<file path="src/rtl/frp_pkg.sv">
// Package: register map, field positions, timing and state types of the flash row sequencer
package frp_pkg;
  // Register byte offsets on the bus
  localparam logic [7:0] OFS_CTRL = 8'h00;
  localparam logic [7:0] OFS_KEY = 8'h04;
  localparam logic [7:0] OFS_ADDR_LO = 8'h08;
  localparam logic [7:0] OFS_ADDR_HI = 8'h0c;
  localparam logic [7:0] OFS_DATA_LO = 8'h10;
  localparam logic [7:0] OFS_DATA_HI = 8'h14;
  localparam logic [7:0] OFS_IRQ_STAT = 8'h18;
  localparam logic [7:0] OFS_IRQ_CLR = 8'h1c;
  localparam logic [7:0] OFS_IRQ_EN = 8'h20;
  // Control register field positions
  localparam int CTL_RD = 0;
  localparam int CTL_WR = 1;
  localparam int CTL_WRITE_PERMIT = 2;
  localparam int CTL_ERR = 3;
  localparam int CTL_FREE = 4;
  localparam int CTL_LATCH_LOAD_ONLY = 5;
  localparam int CTL_CONFIG_SPACE_SELECT = 6;
  localparam int CTL_FIXED = 7;
  // Interrupt status field positions
  localparam int IRQ_ERASE = 0;
  localparam int IRQ_PROG = 1;
  localparam int IRQ_LOAD = 2;
  localparam int IRQ_SEQERR = 3;
  localparam int IRQ_W = 4;
  // Reset values
  localparam logic [7:0] RST_BYTE = 8'h00;
  localparam logic [IRQ_W-1:0] RST_IRQ = 4'h0;
  localparam logic [13:0] BLANK_WORD = 14'h3fff;
  // Unlock keys
  localparam logic [7:0] KEY_FIRST = 8'h55;
  localparam logic [7:0] KEY_SECOND = 8'haa;
  // Geometry
  localparam int NUM_LATCH = 32;
  localparam int COL_W = 5;
  localparam int ROW_W = 10;
  localparam int WORD_W = 14;
  // Timing
  localparam int CLK_PERIOD_NS = 10;
  localparam int SETUP_CYCLES = 2;
  localparam int ERASE_TIME_MS = 2;
  localparam int PROG_TIME_MS = 2;
  localparam int ERASE_CYCLES_DEF = ERASE_TIME_MS * 1000000 / CLK_PERIOD_NS;
  localparam int PROG_CYCLES_DEF = PROG_TIME_MS * 1000000 / CLK_PERIOD_NS;
  // Bus encodings
  localparam logic [2:0] HSIZE_WORD = 3'b010;
  // State types
  typedef enum logic [1:0] {KEY_IDLE, KEY_HALF, KEY_ARMED} frp_key_e;
  typedef enum logic [2:0] {SEQ_IDLE, SEQ_SETUP, SEQ_ERASE, SEQ_STREAM, SEQ_PWAIT} frp_seq_e;
  // Row number from the address pair
  function automatic logic [ROW_W-1:0] frp_row(input logic [6:0] hi, input logic [7:0] lo);
    frp_row = {hi, lo[7:5]};
  endfunction
endpackage

</file>
<file path="src/rtl/frp_latch_bank.sv">
// Write latch bank: one row of word latches, blank after clear
`timescale 1ns/1ps
`default_nettype none
module frp_latch_bank
  import frp_pkg::*;
(
  // Clock and reset
  input wire logic mclk,
  input wire logic sys_rst,
  // Load port
  input wire logic load_en,
  input wire logic [COL_W-1:0] load_idx,
  input wire logic [WORD_W-1:0] load_data,
  // Clear to blank
  input wire logic clear_all,
  // Read port
  input wire logic [COL_W-1:0] rd_idx,
  output logic [WORD_W-1:0] rd_data
);
  logic [WORD_W-1:0] mem_reg [NUM_LATCH];
  logic [WORD_W-1:0] mem_next [NUM_LATCH];

  // Next latch contents; clear wins since it ends an operation
  always_comb begin
    for (int i = 0; i < NUM_LATCH; i++) begin
      mem_next[i] = mem_reg[i];
      if (clear_all) begin
        mem_next[i] = BLANK_WORD; // RULE9
      end else if (load_en && load_idx == COL_W'(i)) begin
        mem_next[i] = load_data;
      end
    end
  end

  // Latch storage
  always_ff @(posedge mclk or posedge sys_rst) begin
    if (sys_rst) begin
      for (int i = 0; i < NUM_LATCH; i++) begin
        mem_reg[i] <= BLANK_WORD;
      end
    end else begin
      mem_reg <= mem_next;
    end
  end

  assign rd_data = mem_reg[rd_idx];
endmodule
`default_nettype wire

</file>
<file path="src/rtl/frp_sequencer.sv">
// Flash row erase and program sequencer with AHB-Lite register slave
// Behaviour
// RULE1 - Flash is erased only as a whole row, never word by word.
// RULE2 - Software loads address, clears config select, sets erase and permit, unlocks, starts.
// RULE3 - Two forced no_operation cycles follow the write start set.
// RULE4 - Erase stalls the processor about 2 ms; clocks and peripherals keep running.
// RULE5 - After erase or program, execution resumes right after the two forced cycles.
// RULE6 - Programming never erases automatically; words must already be blank.
// RULE7 - One program operation writes up to all 32 latches.
// RULE8 - Upper ten address bits pick the row, low five the latch; no row crossing.
// RULE9 - Every write or erase ends with all latches blank, 0x3FFF.
// RULE10 - Latch-load-only start loads just the addressed latch, no flash write.
// RULE11 - Normal start loads the addressed latch then programs the whole row.
// RULE12 - Broken unlock sequence loads no latch and starts no programming.
// RULE13 - Software loads words with latch_load_only set, clears it before the last.
// RULE14 - Write and read start are set-only; hardware clears them when done.
// RULE15 - A reset during a write sets the program error flag.
// RULE16 - Latch-load-only forces two no_operation cycles, then continues without stall.
// RULE17 - Hardware clears erase select once the erase completes.
// RULE18 - Without write permit a start does nothing to flash or latches.
// RULE19 - Software masks global interrupts around the unlock sequence.
//
// Decided for this implementation: the AHB-Lite interface to the registers and the placing of the registers.
`timescale 1ns/1ps
`default_nettype none
module frp_sequencer
  import frp_pkg::*;
#(
  parameter int ERASE_CYCLES = ERASE_CYCLES_DEF,
  parameter int PROG_CYCLES = PROG_CYCLES_DEF
) (
  // Clock and resets
  input wire logic mclk,
  input wire logic sys_rst,
  input wire logic por_rst,
  // AHB-Lite slave
  input wire logic hsel,
  input wire logic [31:0] haddr,
  input wire logic [1:0] htrans,
  input wire logic hwrite,
  input wire logic [2:0] hsize,
  input wire logic hready,
  input wire logic [31:0] hwdata,
  output logic [31:0] hrdata,
  output logic hreadyout,
  output logic hresp,
  // Processor control
  output logic cpu_nop,
  output logic cpu_stall,
  // Flash array
  output logic fl_erase,
  output logic fl_prog,
  output logic [ROW_W-1:0] fl_row,
  output logic [COL_W-1:0] fl_col,
  output logic [WORD_W-1:0] fl_wdata,
  output logic fl_wstrobe,
  // Interrupt
  output logic irq
);
  // Bus state
  logic wr_pend_reg, wr_pend_next, rd_pend_reg, rd_pend_next, hready_reg, hready_next;
  logic [7:0] baddr_reg, baddr_next;
  logic [31:0] hrdata_reg, hrdata_next;
  // Register and sequencer state
  logic config_space_select_reg, config_space_select_next, latch_load_only_reg, latch_load_only_next, free_reg, free_next;
  logic write_permit_reg, write_permit_next, wr_reg, wr_next, rd_reg, rd_next;
  logic [7:0] alo_reg, alo_next, dlo_reg, dlo_next;
  logic [6:0] ahi_reg, ahi_next;
  logic [5:0] dhi_reg, dhi_next;
  logic [IRQ_W-1:0] st_reg, st_next, en_reg, en_next;
  frp_key_e key_reg, key_next;
  frp_seq_e seq_reg, seq_next;
  logic [31:0] cnt_reg, cnt_next;
  logic [COL_W-1:0] col_reg, col_next;
  logic op_erase_reg, op_erase_next, op_prog_reg, op_prog_next;
  logic nop_reg, stall_reg, erase_reg, prog_reg, strobe_reg, irq_reg;
  logic strobe_next;
  logic [ROW_W-1:0] row_reg, row_next;
  logic [COL_W-1:0] fcol_reg, fcol_next;
  logic [WORD_W-1:0] wdata_reg, wdata_next;
  // Error flag kept across device reset
  logic err_reg, err_next, inflight_reg, inflight_next;
  // Decoded events
  logic bus_acc, wr_now, ctl_wr, start_req, ok_start, rejected, lat_we, lat_clr;
  logic done_now, setup_end, op_end;
  logic [WORD_W-1:0] lat_rd;

  // Write lands in the data phase; address phase decode for both directions
  assign bus_acc = hsel && htrans[1] && hready && hsize == HSIZE_WORD;
  assign wr_now = wr_pend_reg;
  assign ctl_wr = wr_now && baddr_reg == OFS_CTRL && seq_reg == SEQ_IDLE;
  assign start_req = ctl_wr && hwdata[CTL_WR] && !wr_reg;
  // Start needs a completed unlock, write permit and program space
  assign ok_start = start_req && key_reg == KEY_ARMED && hwdata[CTL_WRITE_PERMIT] // RULE12 RULE18
    && !hwdata[CTL_CONFIG_SPACE_SELECT];
  assign rejected = start_req && !ok_start;
  assign lat_we = ok_start && !hwdata[CTL_FREE]; // RULE10 RULE11
  assign setup_end = seq_reg == SEQ_SETUP && cnt_reg == 32'(SETUP_CYCLES - 1);
  assign done_now = (seq_reg == SEQ_ERASE && cnt_reg == 32'(ERASE_CYCLES - 1))
    || (seq_reg == SEQ_PWAIT && cnt_reg == 32'(PROG_CYCLES - 1));
  assign op_end = done_now || (setup_end && !op_erase_reg && !op_prog_reg);
  assign lat_clr = done_now; // RULE9

  frp_latch_bank u_latch (
    .mclk(mclk),
    .sys_rst(sys_rst),
    .load_en(lat_we),
    .load_idx(alo_reg[COL_W-1:0]), // RULE8
    .load_data({dhi_reg, dlo_reg}),
    .clear_all(lat_clr),
    .rd_idx(col_reg),
    .rd_data(lat_rd)
  );

  // Bus slave: writes zero wait, reads one wait so data comes from a flop
  always_comb begin
    wr_pend_next = bus_acc && hwrite;
    rd_pend_next = bus_acc && !hwrite;
    baddr_next = bus_acc ? haddr[7:0] : baddr_reg;
    hready_next = !rd_pend_next;
    hrdata_next = hrdata_reg;
    if (rd_pend_reg) begin
      unique case (baddr_reg)
        OFS_CTRL: hrdata_next = {24'h000000, 1'b1, config_space_select_reg, latch_load_only_reg, free_reg, err_reg,
                                 write_permit_reg, wr_reg, rd_reg};
        OFS_ADDR_LO: hrdata_next = {24'h000000, alo_reg};
        OFS_ADDR_HI: hrdata_next = {24'h000000, 1'b1, ahi_reg};
        OFS_DATA_LO: hrdata_next = {24'h000000, dlo_reg};
        OFS_DATA_HI: hrdata_next = {26'h0000000, dhi_reg};
        OFS_IRQ_STAT: hrdata_next = {28'h0000000, st_reg};
        OFS_IRQ_EN: hrdata_next = {28'h0000000, en_reg};
        default: hrdata_next = 32'h00000000; // Key, clear and unmapped read zero
      endcase
    end
  end

  always_ff @(posedge mclk or posedge sys_rst) begin
    if (sys_rst) begin
      wr_pend_reg <= 1'b0;
      rd_pend_reg <= 1'b0;
      hready_reg <= 1'b1;
      baddr_reg <= RST_BYTE;
      hrdata_reg <= 32'h00000000;
    end else begin
      wr_pend_reg <= wr_pend_next;
      rd_pend_reg <= rd_pend_next;
      hready_reg <= hready_next;
      baddr_reg <= baddr_next;
      hrdata_reg <= hrdata_next;
    end
  end

  // Registers, unlock tracking and the operation sequence
  always_comb begin
    config_space_select_next = config_space_select_reg;
    latch_load_only_next = latch_load_only_reg;
    free_next = free_reg;
    write_permit_next = write_permit_reg;
    wr_next = wr_reg;
    rd_next = rd_reg;
    alo_next = alo_reg;
    ahi_next = ahi_reg;
    dlo_next = dlo_reg;
    dhi_next = dhi_reg;
    en_next = en_reg;
    st_next = st_reg;
    key_next = key_reg;
    seq_next = seq_reg;
    cnt_next = cnt_reg + 32'h00000001;
    col_next = col_reg;
    op_erase_next = op_erase_reg;
    op_prog_next = op_prog_reg;
    row_next = row_reg;
    fcol_next = fcol_reg;
    wdata_next = wdata_reg;
    strobe_next = 1'b0;
    // Any other register write between the keys breaks the unlock
    if (wr_now) begin
      if (baddr_reg == OFS_KEY && hwdata[7:0] == KEY_FIRST) begin
        key_next = KEY_HALF;
      end else if (baddr_reg == OFS_KEY && hwdata[7:0] == KEY_SECOND && key_reg == KEY_HALF) begin
        key_next = KEY_ARMED;
      end else begin
        key_next = KEY_IDLE; // RULE12
      end
      unique case (baddr_reg)
        OFS_ADDR_LO: alo_next = hwdata[7:0];
        OFS_ADDR_HI: ahi_next = hwdata[6:0];
        OFS_DATA_LO: dlo_next = hwdata[7:0];
        OFS_DATA_HI: dhi_next = hwdata[5:0];
        OFS_IRQ_EN: en_next = hwdata[IRQ_W-1:0];
        OFS_IRQ_CLR: st_next = st_reg & ~hwdata[IRQ_W-1:0];
        default: ;
      endcase
    end
    // Control bits; read start can only be set here, write start only by ok_start in idle
    if (ctl_wr) begin
      config_space_select_next = hwdata[CTL_CONFIG_SPACE_SELECT];
      latch_load_only_next = hwdata[CTL_LATCH_LOAD_ONLY];
      free_next = hwdata[CTL_FREE];
      write_permit_next = hwdata[CTL_WRITE_PERMIT];
      rd_next = rd_reg | (hwdata[CTL_RD] & !hwdata[CTL_WR]); // RULE14
    end
    unique case (seq_reg)
      SEQ_IDLE: begin
        cnt_next = 32'h00000000;
        if (ok_start || (ctl_wr && hwdata[CTL_RD] && !hwdata[CTL_WR])) begin
          seq_next = SEQ_SETUP; // RULE3
          wr_next = ok_start;
          op_erase_next = ok_start && hwdata[CTL_FREE];
          op_prog_next = ok_start && !hwdata[CTL_FREE] && !hwdata[CTL_LATCH_LOAD_ONLY]; // RULE6
          row_next = frp_row(ahi_reg, alo_reg); // RULE8
        end
      end
      SEQ_SETUP: begin
        if (setup_end) begin
          cnt_next = 32'h00000000;
          col_next = '0;
          if (op_erase_reg) begin
            seq_next = SEQ_ERASE; // RULE1 RULE4
          end else if (op_prog_reg) begin
            seq_next = SEQ_STREAM;
          end else begin
            seq_next = SEQ_IDLE; // RULE16
            wr_next = 1'b0;
            rd_next = 1'b0;
            st_next[IRQ_LOAD] = st_next[IRQ_LOAD] | wr_reg; // Sticky; a read start keeps it
          end
        end
      end
      SEQ_STREAM: begin
        // One latch per cycle out to the array; the row never changes here
        strobe_next = 1'b1; // RULE7
        fcol_next = col_reg;
        wdata_next = lat_rd;
        col_next = col_reg + 5'h01;
        cnt_next = 32'h00000000;
        if (col_reg == 5'(NUM_LATCH - 1)) begin
          seq_next = SEQ_PWAIT;
        end
      end
      SEQ_ERASE, SEQ_PWAIT: begin
        if (done_now) begin
          seq_next = SEQ_IDLE; // RULE5
          wr_next = 1'b0; // RULE14
          if (seq_reg == SEQ_ERASE) begin
            free_next = 1'b0; // RULE17
            st_next[IRQ_ERASE] = 1'b1;
          end else begin
            st_next[IRQ_PROG] = 1'b1;
          end
          op_erase_next = 1'b0;
          op_prog_next = 1'b0;
        end
      end
      default: seq_next = SEQ_IDLE; // Illegal code falls back to idle
    endcase
    // Sticky events win over a clear in the same cycle
    if (rejected) begin
      st_next[IRQ_SEQERR] = 1'b1;
    end
  end

  always_ff @(posedge mclk or posedge sys_rst) begin
    if (sys_rst) begin
      config_space_select_reg <= 1'b0;
      latch_load_only_reg <= 1'b0;
      free_reg <= 1'b0;
      write_permit_reg <= 1'b0;
      wr_reg <= 1'b0;
      rd_reg <= 1'b0;
      alo_reg <= RST_BYTE;
      ahi_reg <= 7'h00;
      dlo_reg <= RST_BYTE;
      dhi_reg <= 6'h00;
      en_reg <= RST_IRQ;
      st_reg <= RST_IRQ;
      key_reg <= KEY_IDLE;
      seq_reg <= SEQ_IDLE;
      cnt_reg <= 32'h00000000;
      col_reg <= '0;
      op_erase_reg <= 1'b0;
      op_prog_reg <= 1'b0;
      row_reg <= '0;
      fcol_reg <= '0;
      wdata_reg <= BLANK_WORD;
      strobe_reg <= 1'b0;
      nop_reg <= 1'b0;
      stall_reg <= 1'b0;
      erase_reg <= 1'b0;
      prog_reg <= 1'b0;
      irq_reg <= 1'b0;
    end else begin
      config_space_select_reg <= config_space_select_next;
      latch_load_only_reg <= latch_load_only_next;
      free_reg <= free_next;
      write_permit_reg <= write_permit_next;
      wr_reg <= wr_next;
      rd_reg <= rd_next;
      alo_reg <= alo_next;
      ahi_reg <= ahi_next;
      dlo_reg <= dlo_next;
      dhi_reg <= dhi_next;
      en_reg <= en_next;
      st_reg <= st_next;
      key_reg <= key_next;
      seq_reg <= seq_next;
      cnt_reg <= cnt_next;
      col_reg <= col_next;
      op_erase_reg <= op_erase_next;
      op_prog_reg <= op_prog_next;
      row_reg <= row_next;
      fcol_reg <= fcol_next;
      wdata_reg <= wdata_next;
      strobe_reg <= strobe_next;
      nop_reg <= seq_next == SEQ_SETUP; // RULE3 RULE16
      stall_reg <= seq_next inside {SEQ_ERASE, SEQ_STREAM, SEQ_PWAIT}; // RULE4
      erase_reg <= seq_next == SEQ_ERASE;
      prog_reg <= seq_next inside {SEQ_STREAM, SEQ_PWAIT};
      irq_reg <= |(st_next & en_next);
    end
  end

  // Error flag lives on power-on reset only, so a device reset cannot hide it
  always_comb begin
    err_next = err_reg;
    inflight_next = inflight_reg;
    if (sys_rst) begin
      if (inflight_reg) begin
        err_next = 1'b1; // RULE15
        inflight_next = 1'b0;
      end
    end else begin
      if (ctl_wr) begin
        err_next = hwdata[CTL_ERR];
      end
      if (rejected) begin
        err_next = 1'b1;
      end
      if (ok_start && (hwdata[CTL_FREE] || !hwdata[CTL_LATCH_LOAD_ONLY])) begin
        inflight_next = 1'b1;
      end else if (done_now) begin
        inflight_next = 1'b0;
      end
    end
  end

  always_ff @(posedge mclk or posedge por_rst) begin
    if (por_rst) begin
      err_reg <= 1'b0;
      inflight_reg <= 1'b0;
    end else begin
      err_reg <= err_next;
      inflight_reg <= inflight_next;
    end
  end

  // Outputs straight from flops; hresp is tied low
  assign hrdata = hrdata_reg;
  assign hreadyout = hready_reg;
  assign hresp = 1'b0;
  assign cpu_nop = nop_reg;
  assign cpu_stall = stall_reg;
  assign fl_erase = erase_reg;
  assign fl_prog = prog_reg;
  assign fl_row = row_reg;
  assign fl_col = fcol_reg;
  assign fl_wdata = wdata_reg;
  assign fl_wstrobe = strobe_reg;
  assign irq = irq_reg;
endmodule
`default_nettype wire

</file>
<file path="config.mk">
export PLATFORM = sky130hd
export DESIGN_NAME = frp_sequencer
export DESIGN_NICKNAME = d
export VERILOG_FILES = /design/src/rtl/frp_pkg.sv /design/src/rtl/frp_latch_bank.sv /design/src/rtl/frp_sequencer.sv
export SDC_FILE = /design/constraint.sdc
export NUM_CORES = 1
export LEC_CHECK = 0
export BUFFER_PORTS_ARGS = -buffer_cell sky130_fd_sc_hd__buf_2
export CORE_ASPECT_RATIO = 0.8
export CORE_MARGIN = 3
export CORE_UTILIZATION = 55
export CTS_BUF_LIST = sky130_fd_sc_hd__clkbuf_16
export CTS_CLUSTER_SIZE = 40
export DETAILED_ROUTE_END_ITERATION = 6
export PLACE_DENSITY = 0.78
export SYNTH_ARGS = -nofsm -noshare
export SYNTH_HDL_FRONTEND = slang
export SYNTH_SLANG_ARGS = --single-unit
</file>
<file path="constraint.sdc">
create_clock -name mclk -period 27.1 [get_ports mclk]
set_input_delay 2.71 -clock mclk [delete_from_list [all_inputs] [get_ports mclk]]
set_output_delay 2.71 -clock mclk [all_outputs]
set_load 0.03 [all_outputs]
</file>
Word level (Yosys, flattened, before mapping). Cells that the tools add are included.

Add/subtract/negate cells: 2. Magnitude comparators: 1. Equality and inequality tests: 61. Mux-type cells: 120. Bitwise logic cells: 7. Reductions and logical operators: 122.

Operators with widths (count): $mux W14 (66); $eq A5 B5 Y1 const B (17); $bmux W14 S5 (1); $reduce_bool A2 Y1 (35); $pmux W32 S2 (1); $logic_and A1 B1 Y1 (57); $pmux W8 S7 (1); $eq A5 B4 Y1 const B (8); $add A32 B1 Y32 const B (1); $eq A32 B1 Y1 const B (1); $eq A32 B18 Y1 const B (1); $eq A8 B5 Y1 const B (4); $mux W32 (1); $mux W1 (30); $eq A5 B3 Y1 const B (4); $eq A8 B4 Y1 const B (2); $mux W4 (4); $eq A3 B2 Y1 const B (5); $mux W3 (5); $reduce_and A2 Y1 (7); $pmux W3 S4 (1); $reduce_bool A3 Y1 (4); $eq A5 B2 Y1 const B (2); $mux W2 (5); 31 further kinds (50).

Flip-flop bits (word level): 615. Output and inout bits: 69. Logic and storage cells: 379.

Longest topological paths before layout.
Word-level depth: 13. Depth in mapped cells: 9.

Cells and area by module. From an unflattened synthesis, not the netlist that was laid out.

Cell total of the unflattened synthesis: 2934. Area total of the unflattened synthesis: 30277.8 um2.

Modules (own cells, without submodules): frp_latch_bank (times used 1, cells each 2267, area each 23399.9 um2, sequential area each 11771.3 um2); frp_sequencer (times used 1, cells each 667, area each 6877.8 um2, sequential area each 3597.2 um2).

Worst setup path before layout. No wires, ideal clock.

Path kind: input port to flip-flop. Start: in hwdata[1]. End: reg u_latch.mem_reg[100] in the netlist's numbering. Setup time: 0.090 ns. Arrival time: 5.150 ns. Path slack: 21.860 ns. Stages: 9. Path buffers: 4. Cell sequence: clkbuf_1 or3b_2 or4_4 buf_8 buf_12 nor4_4 buf_6 mux2i_1 nand2_1.

Cells in the longest elaborated chain, start to end: 8.

Ends and longest elaborated chain: start, declared (RTL line frp_sequencer.sv:43) `input wire logic [31:0] hwdata,`; $logic_and A1 B1 Y1 (2 in series) (RTL line frp_sequencer.sv:92) `assign start_req = ctl_wr && hwdata[CTL_WR] && !wr_reg;`; $logic_and A1 B1 Y1 (2 in series) (RTL line frp_sequencer.sv:94) `assign ok_start = start_req && key_reg == KEY_ARMED && hwdata[CTL_WRITE_PERMIT]`; $logic_and A1 B1 Y1 (RTL line frp_sequencer.sv:95) `&& !hwdata[CTL_CONFIG_SPACE_SELECT];`; $logic_and A1 B1 Y1 (RTL line frp_sequencer.sv:97) `assign lat_we = ok_start && !hwdata[CTL_FREE];`; $logic_and A1 B1 Y1 (RTL line frp_latch_bank.sv:29) `end else if (load_en && load_idx == COL_W'(i)) begin`; $reduce_bool A2 Y1 (no source line); end signal, assigned (RTL line frp_latch_bank.sv:42) `mem_reg <= mem_next;`; end, declared (RTL line frp_latch_bank.sv:20) `logic [WORD_W-1:0] mem_reg [NUM_LATCH];`.

Every way passes these cells. A chain may end at the register's enable or synchronous reset.

Worst setup path after layout.
Start: in hwdata[1]. End: reg u_latch.mem_reg[272] in the netlist's numbering.

The elaborated chain is that of the path after synthesis.

==> results.toml <==
[outcome]
status = "completed"

[clock_tree]
clock_sinks = 591
clk_latency_ns = 0.63
cts-resized-gates = 0
post_cts_buffers = 0
cts_buffers = 57
cts_tree = "yes"
htree_num_levels = 2
clk_pin_slew_worst_paths_ns = 0.06
clock-root-buffer = "clkbuf_16"
clockBufferDepth = 3
hold_buffers = 0

[grt]
grt_pass1_wl_um = 112100
grt_max_degree = 237
grt_pass1_vias = 19830
grt_usage = 0.2533
overflow = 0
antenna_found_initial = 2

[detailed_routing]
drt_iter0_markers = 1725
wl_per_cell_um = 22.47
dr.pass1.iters = 6
final_antenna_net_count = 0
routed_via_density = 6.102
finalWirelength_um = 70260
post-route-drc-count = 0
vias = 19080

[die]
die_height_um = 212
initial_core_util = 0.5637
ios = 144
fp.dieW_um = 263.5
die_area_sq_um = 55860
coreArea_sq_um = 51760
rows = 74

[sta]
rsz0062_at_grt = "false"
setup_tns_ns = 0
finalCriticalPeriod_ns = 5.176
setup_viol = 0
clock.fmax_mhz = 193.2
hold_ws_ns = 0.4708
tightest_slew_ns = 1.346
hold_viol = 0
min_period_over_period = 0.1910
relSlewSlack = 0.09465
drv_slew = 0
clock_skew_ns = 0.03170

[worst_setup_path]
required_ns = 27.61
endpoint_kind = "register"
arrival_ns = 5.69
critPathLaunchType = "input pin"
critical_path_class = "input pin to register"
crit_fanout = 14

[power_and_ir_drop]
p_clk_frac = 0.462
pwr-share-comb = 0.045
internal_power_w = 0.001409
p_switching_w = 0.0004266
p_per_area_nw_per_um2 = 57.91
leakage_nw = 12.71
seq_power_share = 0.494
ir_worst_vdd_mv = 0.04521
swShare = 0.2324

[final_layout]
fillers = 3867
largest_register_ffs = 448
syn_to_final_growth_pct = 8.681
fin_nets = 2474
final_layout_size_suffix_gt1_frac = 0.3514

[yosys]
synth.area.top_cells = "dfstp_2 42%, mux2i_1 15%, dfrtp_1 11%, mux4_2 8.6%, nand2_1 7.1%"
yosysUniqueCellTypes = 60
ys_warn_count = 0
seq_area_frac_synth = 0.5268
syn_inst = 2432
synth_edf_count = 0
syn_area_sq_um = 29170
synth_top_cell_area_share = 0.4170
synth-seq-cells = 591
syn-mean-instance-area_sq_um = 12.00
synth_ff_type = "dfstp_2"
synthArstFlopShare = 1.000
synth_top_area_cell = "dfstp_2"

[place]
gp_congestion = 0.8675
io_buffers = 69
hpwl_um = 42380

[flow_run]
maxCapViolCount = 0

[hold_path]
holdCritPathClass = "register to register"
==> metrics by stage <==
stage	power [W]	worst slack, ns	area, sq um	cells	util
2_1_floorplan	0.0009758	8.673	29260	2456	-
3_3_place_gp	0.0009976	21.41	29720	3020	0.5742
3_5_place_dp	0.001000	21.33	29720	3020	0.5742
4_1_cts	0.001850	22.01	31700	3126	0.6126
5_1_grt	0.001898	21.83	31700	3126	0.6126
6_report	0.001836	21.92	31710	3127	0.6126
==> synthesized netlist by cell type (all sizes together) (4+ instances only) <==
| cell | instances |
|---|---|
| nor3 | 17 |
| nand3 | 16 |
| nand4 | 21 |
| o21ai | 26 |
| a31oi | 8 |
| xnor2 | 25 |
| nor4 | 41 |
| nor2 | 66 |
| nand2b | 5 |
| dfstp | 463 |
| a22o | 11 |
| a21boi | 4 |
| clkbuf | 150 |
| xor2 | 6 |
| a22oi | 8 |
| mux2 | 40 |
| nand2 | 549 |
| a21oi | 4 |
| dfrtp | 128 |
| and2 | 10 |
| nand3b | 4 |
| and3 | 11 |
| and4 | 8 |
| ha | 4 |
| inv | 19 |
| mux4 | 112 |
| mux2i | 451 |
| buf | 94 |
| or2 | 4 |
| o22ai | 56 |
| nor2b | 6 |
| or4 | 22 |
| or3 | 8 |
==> cells by family (layout without fill, tap and decap cells) <==
group / after synthesis / in the layout / synth area share
AO/OA/AOI/OAI: 137 / 137 / 0.03127
flip-flops: 591 / 591 / 0.5268
buffers and inverters: 264 / 250 / 0.04439
XOR/XNOR: 31 / 31 / 0.009307
other: 1 / 26 / 0.0001285
AND/OR/NAND/NOR: 801 / 801 / 0.1298
multiplexers: 603 / 603 / 0.2566
adder cells (fa/ha/maj): 4 / 4 / 0.001716
==> layout by cell type (no fill, tap or decap), drive strengths merged, types with 40 or more instances in the layout <==
| cell type | synthesis | routed |
|---|---|---|
| buf | 94 | 124 |
| clkbuf | 150 | 58 |
| dfrtp | 128 | 128 |
| dfstp | 463 | 463 |
| mux2 | 40 | 40 |
| mux2i | 451 | 451 |
| mux4 | 112 | 112 |
| nand2 | 549 | 549 |
| nor2 | 66 | 66 |
| nor4 | 41 | 41 |
| o22ai | 56 | 56 |
==> path summary, 6_finish.rpt <==
kind	start	endpoint	slack, ns	depth (start not counted)
min in group asynchronous	por_rst	err_reg	1.93	2
max in group asynchronous	sys_rst	u_latch.mem_reg[436]	22.37	4
max	hwdata[1]	u_latch.mem_reg[272]	21.92	6
min reg2reg	fl_row[6]	fl_row[6]	0.47	2
max reg2reg	col_reg[0]	fl_wdata[0]	23.11	6
min	fl_row[6]	fl_row[6]	0.47	2
==> power groups by stage <==
stage | Clock (W) | Combinational [W] | Sequential [W]
2_1_floorplan | 0 | 0.0000574 | 0.000918
5_1_grt | 0.000902 | 0.0000889 | 0.000907
4_1_cts | 0.000862 | 0.0000820 | 0.000906
6_report | 0.000848 | 0.0000821 | 0.000906
3_5_place_dp | 0 | 0.0000812 | 0.000919
3_3_place_gp | 0 | 0.0000791 | 0.000919
==> layer usage <==
layer  wire length [um]  part of all wire  GRT usage  up-vias
met5                  0                 0          0        -
met4               2113             0.030    0.08322        0
met3               5890             0.084    0.06537      125
met2              32780              0.47     0.4001      665
met1              29470              0.42     0.3463     9863
li1                   -                 -          -     8428
==> critical path: stages <==
cell and delay (ns):
buf_2 0.21, or3b_2 0.53, nor4_2 0.85, and4_1 1.02
mux2i_1 0.27, nand2_1 0.08
==> cell type report <==
| cell class | instances | area, sq um | share of cell area |
|---|---|---|---|
| Tap cell | 684 | 855.8 | 0.02699 |
| Antenna cell | 1 | 2.502 | 0.00007892 |
| Timing Repair Buffer | 124 | 795.8 | 0.02510 |
| Sequential cell | 591 | 15380 | 0.4850 |
| Multi-Input combinational cell | 1601 | 12610 | 0.3976 |
| Clock inverter | 48 | 534.3 | 0.01685 |
| Clock buffer | 58 | 1451 | 0.04578 |
| Inverter | 20 | 82.58 | 0.002604 |
Power figures use the tool's default switching activity.
